File: src/cgpf_consts.svh
// Constants for the clock generator pin function and divider control block.
`ifndef CGPF_CONSTS_SVH
`define CGPF_CONSTS_SVH

// ----------------------------------------------------------------------------
// Field encodings
// ----------------------------------------------------------------------------
`define CGPF_ROLE_OE        2'b00
`define CGPF_ROLE_PD        2'b01
`define CGPF_ROLE_PPS       2'b10
`define CGPF_ROLE_FSEL      2'b11
`define CGPF_ROLE_RST       2'b00
`define CGPF_SLOT_RST       2'b00
`define CGPF_VCO_RST        32'h0000_0000
`define CGPF_SLOTS          4
// ----------------------------------------------------------------------------
// Timing
// ----------------------------------------------------------------------------
`define CGPF_CLK_MHZ        40
`define CGPF_STEP_NS        1000
`define CGPF_STEP_CYC       ((`CGPF_STEP_NS * `CGPF_CLK_MHZ) / 1000)
`define CGPF_STEP_SIZE      32'h0000_0100

`endif

File: src/cgpf_pkg.sv
// Types shared by the clock generator pin function block.
package cgpf_pkg;
    typedef enum logic [1:0] {
        CGPF_SER_NONE,
        CGPF_SER_FSEL,
        CGPF_SER_OE,
        CGPF_SER_I2C
    } cgpf_ser_role_t;
endpackage

File: src/cgpf_div_if.sv
// Interface carrying one output divider's code and its ratio.
interface cgpf_div_if;
    logic [3:0] code;
    logic [6:0] ratio;
    modport dec (input code, output ratio);
    modport use_side (output code, input ratio);
endinterface

File: src/cgpf_ctrl.sv
// Pin function decoding, frequency slot storage and VCO stepping control.
`include "cgpf_consts.svh"

// How it works
// - Two-bit field picks the slot being programmed.
// - VCO byte writes land in the chosen slot.
// - Frequency select may also come from registers.
// - In PPS role, power-saving input swaps output to 32kHz clock.
// - Pin role field resets to output enable.
// - Byte 30 bits 6:5 set first pin role.
// - Latch high keeps serial pins as I2C.
// - Latch low, enable bit: pins are OE3/OE2.
// - Latch low, select enable: pins give select bits.
// - Latch low, no enables: serial pins unused.
// - Only PLL1 spreads; PLL2/3 seed from PLL1.
// - Frequency changes step under control, no jump.
// - Divider one: base 1/4/5/6 times 1/2/4/8.
// - Dividers two/three/five: base 1/3/5/10 times 1/2/4/5.
// - Divider four: base 1/3/5/10 times 1/2/4/8.
// - Four feedback settings; selected one drives PLL2.
// - PLL2 ramps up or down to target.
// - Clock pin level sampled at power-on.
module cgpf_ctrl
    import cgpf_pkg::*;
(
    // Clock and reset
    input  wire logic        ref_clk,
    input  wire logic        rst,
    // Pins
    input  wire logic        first_ctrl_pin,
    input  wire logic        scl_pin,
    input  wire logic        sda_pin,
    input  wire logic        end_dev_powerdown,
    // Configuration bits
    input  wire logic [1:0]  first_pin_role_field,
    input  wire logic        freq_select_enable,
    input  wire logic        oe23_pin_enable,
    input  wire logic [1:0]  reg_freq_select,
    input  wire logic [1:0]  slot_select,
    input  wire logic        vco_wr,
    input  wire logic [31:0] vco_wdata,
    input  wire logic        ssc_enable,
    input  wire logic [3:0]  div1_code,
    input  wire logic [3:0]  div2_code,
    input  wire logic [3:0]  div3_code,
    input  wire logic [3:0]  div4_code,
    input  wire logic [3:0]  div5_code,
    // Status and controls
    output logic             latched_pin_select,
    output cgpf_ser_role_t   serial_role,
    output logic             i2c_active,
    output logic             out1_enable,
    output logic             out2_enable,
    output logic             out3_enable,
    output logic             global_powerdown_n,
    output logic             out1_use_32k,
    output logic [1:0]       active_slot,
    output logic [31:0]      pll2_feedback,
    output logic             overshoot_limiter,
    output logic             pll1_spread_on,
    output logic             pll23_seed_pll1,
    output logic [6:0]       div1_ratio,
    output logic [6:0]       div2_ratio,
    output logic [6:0]       div3_ratio,
    output logic [6:0]       div4_ratio,
    output logic [6:0]       div5_ratio
);
    localparam int STEP_CYC = (`CGPF_STEP_CYC < 1) ? 1 : `CGPF_STEP_CYC;

    // ------------------------------------------------------------------------
    // Pin synchronisers
    // ------------------------------------------------------------------------
    // The chain runs through reset: clearing it would make the power-on
    // latch catch a forced low instead of the real clock pin level.
    logic [3:0] sync1_r, sync2_r;
    always_ff @(posedge ref_clk) begin
        sync1_r <= {end_dev_powerdown, sda_pin, scl_pin, first_ctrl_pin};
        sync2_r <= sync1_r;
    end
    logic p_first, p_scl, p_sda, p_pd;
    assign {p_pd, p_sda, p_scl, p_first} = sync2_r;

    // ------------------------------------------------------------------------
    // Power-on latch of the clock pin level
    // ------------------------------------------------------------------------
    // The level is caught by a clocked process after release, never by reset.
    logic latch_done_r, latch_done_nxt, latch_val_r, latch_val_nxt;
    always_comb begin
        latch_done_nxt = latch_done_r;
        latch_val_nxt  = latch_val_r;
        if (!latch_done_r) begin
            latch_done_nxt = 1'b1;
            latch_val_nxt  = p_scl;
        end
    end
    always_ff @(posedge ref_clk) begin
        if (rst) begin
            latch_done_r <= 1'b0;
            latch_val_r  <= 1'b1;
        end else begin
            latch_done_r <= latch_done_nxt;
            latch_val_r  <= latch_val_nxt;
        end
    end
    assign latched_pin_select = latch_val_r;

    // ------------------------------------------------------------------------
    // Pin role decoding
    // ------------------------------------------------------------------------
    logic [1:0] role;
    logic [1:0] fsel_target;
    logic       fsel_active;
    // A reset-time role field must read as output enable.
    assign role = rst ? `CGPF_ROLE_RST : first_pin_role_field;

    always_comb begin
        if (latched_pin_select)
            serial_role = CGPF_SER_I2C;
        else if (oe23_pin_enable)
            serial_role = CGPF_SER_OE;
        else if (freq_select_enable)
            serial_role = CGPF_SER_FSEL;
        else
            serial_role = CGPF_SER_NONE;
    end
    assign i2c_active = (serial_role == CGPF_SER_I2C);

    always_comb begin
        out1_enable        = 1'b1;
        global_powerdown_n = 1'b1;
        out1_use_32k       = 1'b0;
        case (role)
            `CGPF_ROLE_OE:  out1_enable = p_first;
            `CGPF_ROLE_PD:  global_powerdown_n = p_first;
            `CGPF_ROLE_PPS: out1_use_32k = p_pd;
            default:        out1_enable = 1'b1;
        endcase
        out2_enable = (serial_role == CGPF_SER_OE) ? p_sda : 1'b1;
        out3_enable = (serial_role == CGPF_SER_OE) ? p_scl : 1'b1;
        fsel_active = freq_select_enable;
        if (role == `CGPF_ROLE_FSEL)
            fsel_target = {1'b0, p_first};
        else if (serial_role == CGPF_SER_FSEL)
            fsel_target = {p_scl, p_sda};
        else if (i2c_active)
            fsel_target = reg_freq_select;
        else
            fsel_target = `CGPF_SLOT_RST;
        if (!fsel_active)
            fsel_target = `CGPF_SLOT_RST;
    end

    // ------------------------------------------------------------------------
    // Frequency slot storage
    // ------------------------------------------------------------------------
    logic [31:0] slot_r [`CGPF_SLOTS];
    always_ff @(posedge ref_clk) begin
        if (rst) begin
            for (int i = 0; i < `CGPF_SLOTS; i++)
                slot_r[i] <= `CGPF_VCO_RST;
        end else if (vco_wr) begin
            slot_r[slot_select] <= vco_wdata;
        end
    end

    // ------------------------------------------------------------------------
    // Controlled VCO stepping
    // ------------------------------------------------------------------------
    logic [31:0] fb_r, fb_nxt, target;
    logic [15:0] tick_r, tick_nxt;
    logic [1:0]  slot_r_act, slot_nxt;
    assign target = slot_r[fsel_target];

    always_comb begin
        fb_nxt   = fb_r;
        tick_nxt = tick_r;
        slot_nxt = fsel_target;
        if (fb_r != target) begin
            if (tick_r == 16'(STEP_CYC - 1)) begin
                tick_nxt = 16'h0000;
                if (target > fb_r)
                    fb_nxt = (target - fb_r > `CGPF_STEP_SIZE)
                           ? fb_r + `CGPF_STEP_SIZE : target;
                else
                    fb_nxt = (fb_r - target > `CGPF_STEP_SIZE)
                           ? fb_r - `CGPF_STEP_SIZE : target;
            end else begin
                tick_nxt = tick_r + 16'h0001;
            end
        end else begin
            tick_nxt = 16'h0000;
        end
    end
    always_ff @(posedge ref_clk) begin
        if (rst) begin
            fb_r       <= `CGPF_VCO_RST;
            tick_r     <= 16'h0000;
            slot_r_act <= `CGPF_SLOT_RST;
        end else begin
            fb_r       <= fb_nxt;
            tick_r     <= tick_nxt;
            slot_r_act <= slot_nxt;
        end
    end
    assign pll2_feedback     = fb_r;
    assign active_slot       = slot_r_act;
    assign overshoot_limiter = (fb_r != target);

    // Spread only exists in PLL1; the others always seed from it.
    assign pll1_spread_on  = ssc_enable;
    assign pll23_seed_pll1 = 1'b1;

    // ------------------------------------------------------------------------
    // Output divider decoding
    // ------------------------------------------------------------------------
    cgpf_div_if d1 ();
    cgpf_div_if d2 ();
    cgpf_div_if d3 ();
    cgpf_div_if d4 ();
    cgpf_div_if d5 ();
    assign d1.code = div1_code;
    assign d2.code = div2_code;
    assign d3.code = div3_code;
    assign d4.code = div4_code;
    assign d5.code = div5_code;
    cgpf_div_decode #(.KIND(0)) u_div1 (.d(d1.dec));
    cgpf_div_decode #(.KIND(1)) u_div2 (.d(d2.dec));
    cgpf_div_decode #(.KIND(1)) u_div3 (.d(d3.dec));
    cgpf_div_decode #(.KIND(2)) u_div4 (.d(d4.dec));
    cgpf_div_decode #(.KIND(1)) u_div5 (.d(d5.dec));
    assign div1_ratio = d1.ratio;
    assign div2_ratio = d2.ratio;
    assign div3_ratio = d3.ratio;
    assign div4_ratio = d4.ratio;
    assign div5_ratio = d5.ratio;
endmodule

File: src/cgpf_div_decode.sv
// Output divider code to ratio decoder for the three divider families.
module cgpf_div_decode #(
    parameter int KIND = 0
) (
    cgpf_div_if.dec d
);
    logic [6:0] base;
    logic [6:0] mult;

    always_comb begin
        case (d.code[1:0])
            2'b00:   base = 7'd1;
            2'b01:   base = (KIND == 0) ? 7'd4 : 7'd3;
            2'b10:   base = 7'd5;
            default: base = (KIND == 0) ? 7'd6 : 7'd10;
        endcase
        case (d.code[3:2])
            2'b00:   mult = 7'd1;
            2'b01:   mult = 7'd2;
            2'b10:   mult = 7'd4;
            default: mult = (KIND == 1) ? 7'd5 : 7'd8;
        endcase
    end

    // Largest product is 80, so seven bits always hold it.
    assign d.ratio = 7'(base * mult);
endmodule

File: config.mk
export PLATFORM = sky130hd
export DESIGN_NAME = cgpf_ctrl
export DESIGN_NICKNAME = d
export VERILOG_FILES = /design/src/cgpf_pkg.sv /design/src/cgpf_div_if.sv /design/src/cgpf_ctrl.sv /design/src/cgpf_div_decode.sv
export VERILOG_INCLUDE_DIRS = /design/src
export SDC_FILE = /design/constraint.sdc
export NUM_CORES = 1
export LEC_CHECK = 0
export BUFFER_PORTS_ARGS = -buffer_cell sky130_fd_sc_hd__clkbuf_2
export CORE_ASPECT_RATIO = 1.2
export CORE_UTILIZATION = 55
export DETAILED_ROUTE_END_ITERATION = 8
export PLACE_DENSITY_LB_ADDON = 0.08
export SYNTH_ARGS = -nofsm -noshare
export SYNTH_HDL_FRONTEND = slang
export SYNTH_SLANG_ARGS = --single-unit
File: constraint.sdc
create_clock -name ref_clk -period 7.6 [get_ports ref_clk]
set_input_delay 1.52 -clock ref_clk [delete_from_list [all_inputs] [get_ports ref_clk]]
set_output_delay 1.52 -clock ref_clk [all_outputs]
set_load 0.02 [all_outputs]
=== Yosys cells after proc, flatten, opt, wreduce, memory -nomap -nowiden ===
Memory sizes are Yosys's and may differ from the RTL's.
Index checks and enable logic that the tools add are counted.

* Bits in registers: 60
* RAM bits: 128
* Bits of input ports: 68
* Output and inout port bits: 81
* Word-level logic and storage cells: 99
* Memories kept: 1

* Add/subtract/negate cells: 5
* Multipliers: 5
* Order comparisons: 3
* Eq/ne operators: 28
* Mux-type cells: 35
* Bitwise logic cells: 1
* Reductions and logical operators: 14

{| class="wikitable"
|+ Memory list
! memory !! depth !! width !! read ports !! clocked after memory_dff !! write ports !! RTL line !! text
|-
| slot_r || 4 || 32 || 1 || 0 || 4 || cgpf_ctrl.sv:156 || <nowiki>logic [31:0] slot_r [`CGPF_SLOTS];</nowiki>
|}

{| class="wikitable"
|+ Operators by type and width
! kind !! number
|-
| 2-to-1 mux 32 bit || 4
|-
| case mux 4 bit (3 select lines) || 6
|-
| greater-than comparator 32 x 9 -> 1 bit, second input constant || 2
|-
| subtractor 32 bit || 2
|-
| case mux 3 bit (3 select lines) || 4
|-
| adder 32 x 9 -> 32 bit, second input constant || 1
|-
| greater-than comparator 32 bit || 1
|-
| inequality test 32 bit || 1
|-
| OR reduction 32 bit || 1
|-
| subtractor 32 x 9 -> 32 bit, second input constant || 1
|-
| == test 2 bit, second input constant || 14
|-
| == test 2 x 1 -> 1 bit, second input constant || 12
|-
| logical NOT 2 bit || 11
|-
| multiplier 4 x 3 -> 7 bit || 3
|-
| adder 16 x 1 -> 16 bit, second input constant || 1
|-
| == test 16 x 6 -> 1 bit, second input constant || 1
|-
| 2-to-1 mux 2 bit || 8
|-
| 2-to-1 mux 1 bit || 13
|-
| multiplier 3 x 4 -> 7 bit || 1
|-
| multiplier 4 x 4 -> 7 bit || 1
|-
| OR reduction 3 bit || 1
|-
| AND reduction 2 bit || 1
|-
| inverter 1 bit || 1
|}

=== Logic depth before layout (Yosys ltp) ===
An unclocked memory read counts as a cell.

* Word-level depth: 13
* Gate-level depth with buffers: 24
* Gate-level depth less buffers: 20

=== By module ===
From an unflattened synthesis, not the netlist that was laid out.

* Cell total of the unflattened synthesis: 1608
* Area, all modules: 14775.4 um^2

{| class="wikitable"
|+ Modules (own cells, without submodules)
! module !! times used !! cells an instance !! area an instance (um^2) !! seq. area each (um^2)
|-
| cgpf_ctrl || 1 || 1391 || 13022.5 || 5044.8
|-
| cgpf_div_decode at u_div2 ... || 3 || 41 || 336.6 || 0.0
|-
| cgpf_div_decode at u_div4 || 1 || 56 || 457.9 || 0.0
|-
| cgpf_div_decode at u_div1 || 1 || 38 || 285.3 || 0.0
|}

=== Worst setup path after synthesis ===
No wires, ideal clock.

* Kind: input to output
* Start point: input port rst
* End point: output port overshoot_limiter
* Arrival time: 5.644 ns
* Data required time: 6.080 ns
* Slack: 0.436 ns
* Stages: 16
* Buffers on the path: 6
* Cell sequence: clkbuf_1 > inv_1 > nand3_1 > o311ai_0 > o211ai_1 > clkbuf_1 > buf_2 > mux4_2 > ha_1 > buf_2 > buf_1 > nand4_1 > nor2_1 > nand2_1 > or4_1 > clkbuf_1

* Longest elaborated chain between the ends: 6

{| class="wikitable"
|+ RTL lines
! element !! RTL line !! text
|-
| from (decl) || cgpf_ctrl.sv:28 || <nowiki>input wire logic rst,</nowiki>
|-
| 2-to-1 mux 2 bit || cgpf_ctrl.sv:114 || <nowiki>assign role = rst ? `CGPF_ROLE_RST : first_pin_role_field;</nowiki>
|-
| == test 2 bit (no line) || -- ||
|-
| 2-to-1 mux 2 bit || cgpf_ctrl.sv:141 || <nowiki>if (role == `CGPF_ROLE_FSEL)</nowiki>
|-
| 2-to-1 mux 2 bit || cgpf_ctrl.sv:149 || <nowiki>if (!fsel_active)</nowiki>
|-
| memory (4 x 32 bit) || -- ||
|-
| inequality test 32 bit || cgpf_ctrl.sv:207 || <nowiki>assign overshoot_limiter = (fb_r != target);</nowiki>
|-
| to (decl) || cgpf_ctrl.sv:59 || <nowiki>output logic overshoot_limiter,</nowiki>
|}

No other way between the ends.

=== Worst setup path in the final report ===
Ends and elaborated chain as after synthesis.

==> impl_metrics.py <==
metrics = {
    "route": {
        "avgViaCountPerCell": 6.285,
        "drt_iter0_markers": 1008,
        "wl_per_cell_um": 21.14,
        "drt_first_pass_iters": 5,
        "vias": 13520,
        "antenna_left": 0,
        "wl_um": 45480,
        "drc": 0,
    },
    "cts": {
        "root_buffer": "clkbuf_16",
        "hold_buffers": 0,
        "cts_tree": "built",
        "cts_num_sinks": 188,
        "insertion_delay_ns": 0.45,
        "cts_buffer_depth": 2,
        "post_cts_buffers": 0,
        "numCtsBuffers": 17,
        "cts_max_level": 4,
        "cts_resized": 0,
        "path_clk_slew_ns": 0.07,
    },
    "logic_synthesis": {
        "netlist_area_um2": 15210,
        "yosysWarnings": 0,
        "synth_nets": 1885,
        "yosysUniqueCellTypes": 97,
        "async_flop_share_pct": 0,
        "synth_edf_count": 128,
        "ys.flop_type": "edfxtp_1",
        "syn_inst": 1691,
        "avgSynthCellArea_um2": 8.997,
        "synth_seq_area_share_pct": 33.16,
        "ys_ff_latch": 188,
    },
    "place": {
        "place.gp.congestion": 1.043,
        "io_buffers": 145,
        "place_area_um2": 16240,
        "dp.final_hpwl_um": 34870,
        "dp_cells": 2119,
    },
    "timing": {
        "final_hold_viol_count": 0,
        "slew-limit-headroom_pct": 26.09,
        "fin_crit_sh_pct": 91.77,
        "max_freq_mhz": 143.4,
        "rsz0062_at_grt": "no",
        "slew_viol_final": 0,
        "fin_skew_ns": 0.01944,
        "worstMarginPinSlew_ns": 1.106,
        "setup_viol": 0,
        "period_needed_ns": 6.974,
        "finalSetupTns_ns": 0,
    },
    "power_and_ir_drop": {
        "peakVddDrop_v": 0.0001271,
        "leakage_nw": 6.946,
        "p_total_mw": 2.974,
        "p_per_area_nw_per_um2": 176.7,
    },
    "hold_path": {
        "hold_class": "flip-flop to flip-flop",
    },
    "global_routing": {
        "grt_pass1_wl_um": 71230,
        "gr-usage-all-layers_pct": 32.63,
        "grt_antenna_before_repair": 0,
        "first_global_vias": 13050,
        "grt_max_degree": 40,
        "grt_overflow_total": 0,
    },
    "setup_path": {
        "crit_fanout": 33,
        "crit_path_start_kind": "primary input",
        "critPathKind": "primary input to primary output",
        "cp_data_required_time_ns": 6.08,
        "endpoint_kind": "primary output",
        "cp.arrival_ns": 5.45,
    },
    "layout": {
        "nFillCells": 2384,
        "stdcell_area_um2": 16840,
        "diodes": 0,
        "fin_cells": 2151,
        "drive_gt1_share_pct": 15.96,
        "final_common_cell": "and2_1",
        "syn2layout_area_growth_pct": 10.67,
        "layout_common_cells": "and2_1, clkbuf_2, nand2_1",
        "nets": 1992,
    },
    "flow_run": {
        "cap_viol_max_count": 0,
    },
    "floorplanning": {
        "start_util_pct": 56.00,
        "die-area_um2": 28330,
        "io_pins": 149,
        "dieWidth_um": 153.8,
        "die_h_um": 184.2,
        "rows": 66,
        "placeableCoreArea_um2": 27170,
    },
    "status": {
        "status": "complete, no violations",
    },
}
where the power goes:
part / switching (mW) / internal, mW / total (mW)
sequential: 0.0176 / 1.15 / 1.17
combinational: 0.586 / 0.310 / 0.896
clock: 0.440 / 0.470 / 0.910
critical path: stages:
cell      delay, ns
clkbuf_2       0.09
inv_1          0.05
nand3_1        0.12
o311ai_0       0.17
o211ai_1       0.19
buf_12         0.31
mux4_2         0.63
ha_1           0.55
nand4_1        0.36
or3_1          0.53
or4_1          0.69
clkbuf_2       0.22
state kept, by name, summed over array words and instances, names as in the netlist:
| signal | flops |
|---|---|
| active_slot | 2 |
| latch_done_r | 1 |
| latched_pin_select | 1 |
| pll2_feedback | 32 |
| slot_r | 128 |
| sync1_r | 4 |
| sync2_r | 4 |
| tick_r | 16 |
kinds of logic after synthesis:
kind of cell / Yosys count / share of synthesized area [%]
DFF: 188 / 33.16
xor gates and xnor gates: 55 / 3.166
muxes: 39 / 5.263
other: 1 / 0.02465
buffers and inverters: 208 / 5.724
adders and majority gates: 126 / 11.20
and+or+nand+nor: 645 / 22.73
AOI/OAI and AO/OA: 429 / 18.73
through the flow:
| step | hold WS (ns) | utilization (%) | setup WS (ns) |
|---|---|---|---|
| floorplan | 0.3096 | - | 0.4363 |
| global placement | 0.3095 | 59.78 | 0.3941 |
| detailed placement | 0.3132 | 59.78 | 0.3373 |
| CTS | 0.3312 | 61.97 | 0.6311 |
| global route | 0.3381 | 61.97 | 0.4238 |
| finish | 0.3291 | 61.97 | 0.6258 |
cells in the mapped netlist (7+ instances only):
cell type | count | area [um^2]
a211o_1 | 7 | 61.31
a211oi_1 | 20 | 150.1
a21o_1 | 27 | 202.7
a21oi_1 | 118 | 590.6
a31oi_1 | 12 | 75.07
a32oi_1 | 9 | 78.83
and2_1 | 147 | 919.6
and3_1 | 15 | 93.84
and4_1 | 10 | 87.58
buf_2 | 27 | 135.1
clkbuf_1 | 52 | 195.2
dfxtp_1 | 60 | 1201
edfxtp_1 | 128 | 3844
fa_1 | 17 | 340.3
ha_1 | 109 | 1364
inv_1 | 115 | 431.7
mux4_2 | 32 | 720.7
nand2_1 | 133 | 499.2
nand2b_1 | 9 | 56.30
nand3_1 | 41 | 205.2
nand4_1 | 40 | 250.2
nor2_1 | 103 | 386.6
nor2b_1 | 14 | 87.58
nor3_1 | 43 | 215.2
nor3b_1 | 7 | 52.55
nor4_1 | 10 | 62.56
o211ai_1 | 15 | 112.6
o21a_1 | 12 | 90.09
o21ai_0 | 84 | 420.4
o21ai_1 | 15 | 75.07
o21bai_1 | 9 | 67.56
o221ai_1 | 14 | 122.6
o22ai_1 | 10 | 62.56
o31ai_1 | 11 | 82.58
or2_2 | 11 | 68.82
or3_1 | 31 | 193.9
or4_1 | 8 | 60.06
xnor2_1 | 34 | 297.8
xor2_1 | 21 | 183.9
layer usage:
layer  track usage (%)  up-vias  routed length [um]
met5                 0        -                   0
met4             16.24        0                2156
met3             5.008      105                2771
met2             56.65      503               22150
met1             39.45     6509               18400
li1                  -     6403                   -
final timing paths:
| check | startpoint | end | slack, ns | cells past startpoint |
|---|---|---|---|---|
| max | rst | overshoot_limiter | 0.63 | 12 |
| min | sync1_r[0] | sync2_r[0] | 0.33 | 0 |
| max reg2reg | latched_pin_select | pll2_feedback[27] | 1.45 | 16 |
| min reg2reg | sync1_r[0] | sync2_r[0] | 0.33 | 0 |
cell type report:
class	instances	area, um^2	area share (%)
clock buffer	17	425.4	2.527
clock inverter	15	171.4	1.018
inverter	117	439.2	2.608
multi-input combinational	1295	9325	55.38
sequential	188	5045	29.96
tap	340	425.4	2.527
timing repair buffer	179	1006	5.975
Note: power is estimated with default switching activity, not from simulation.
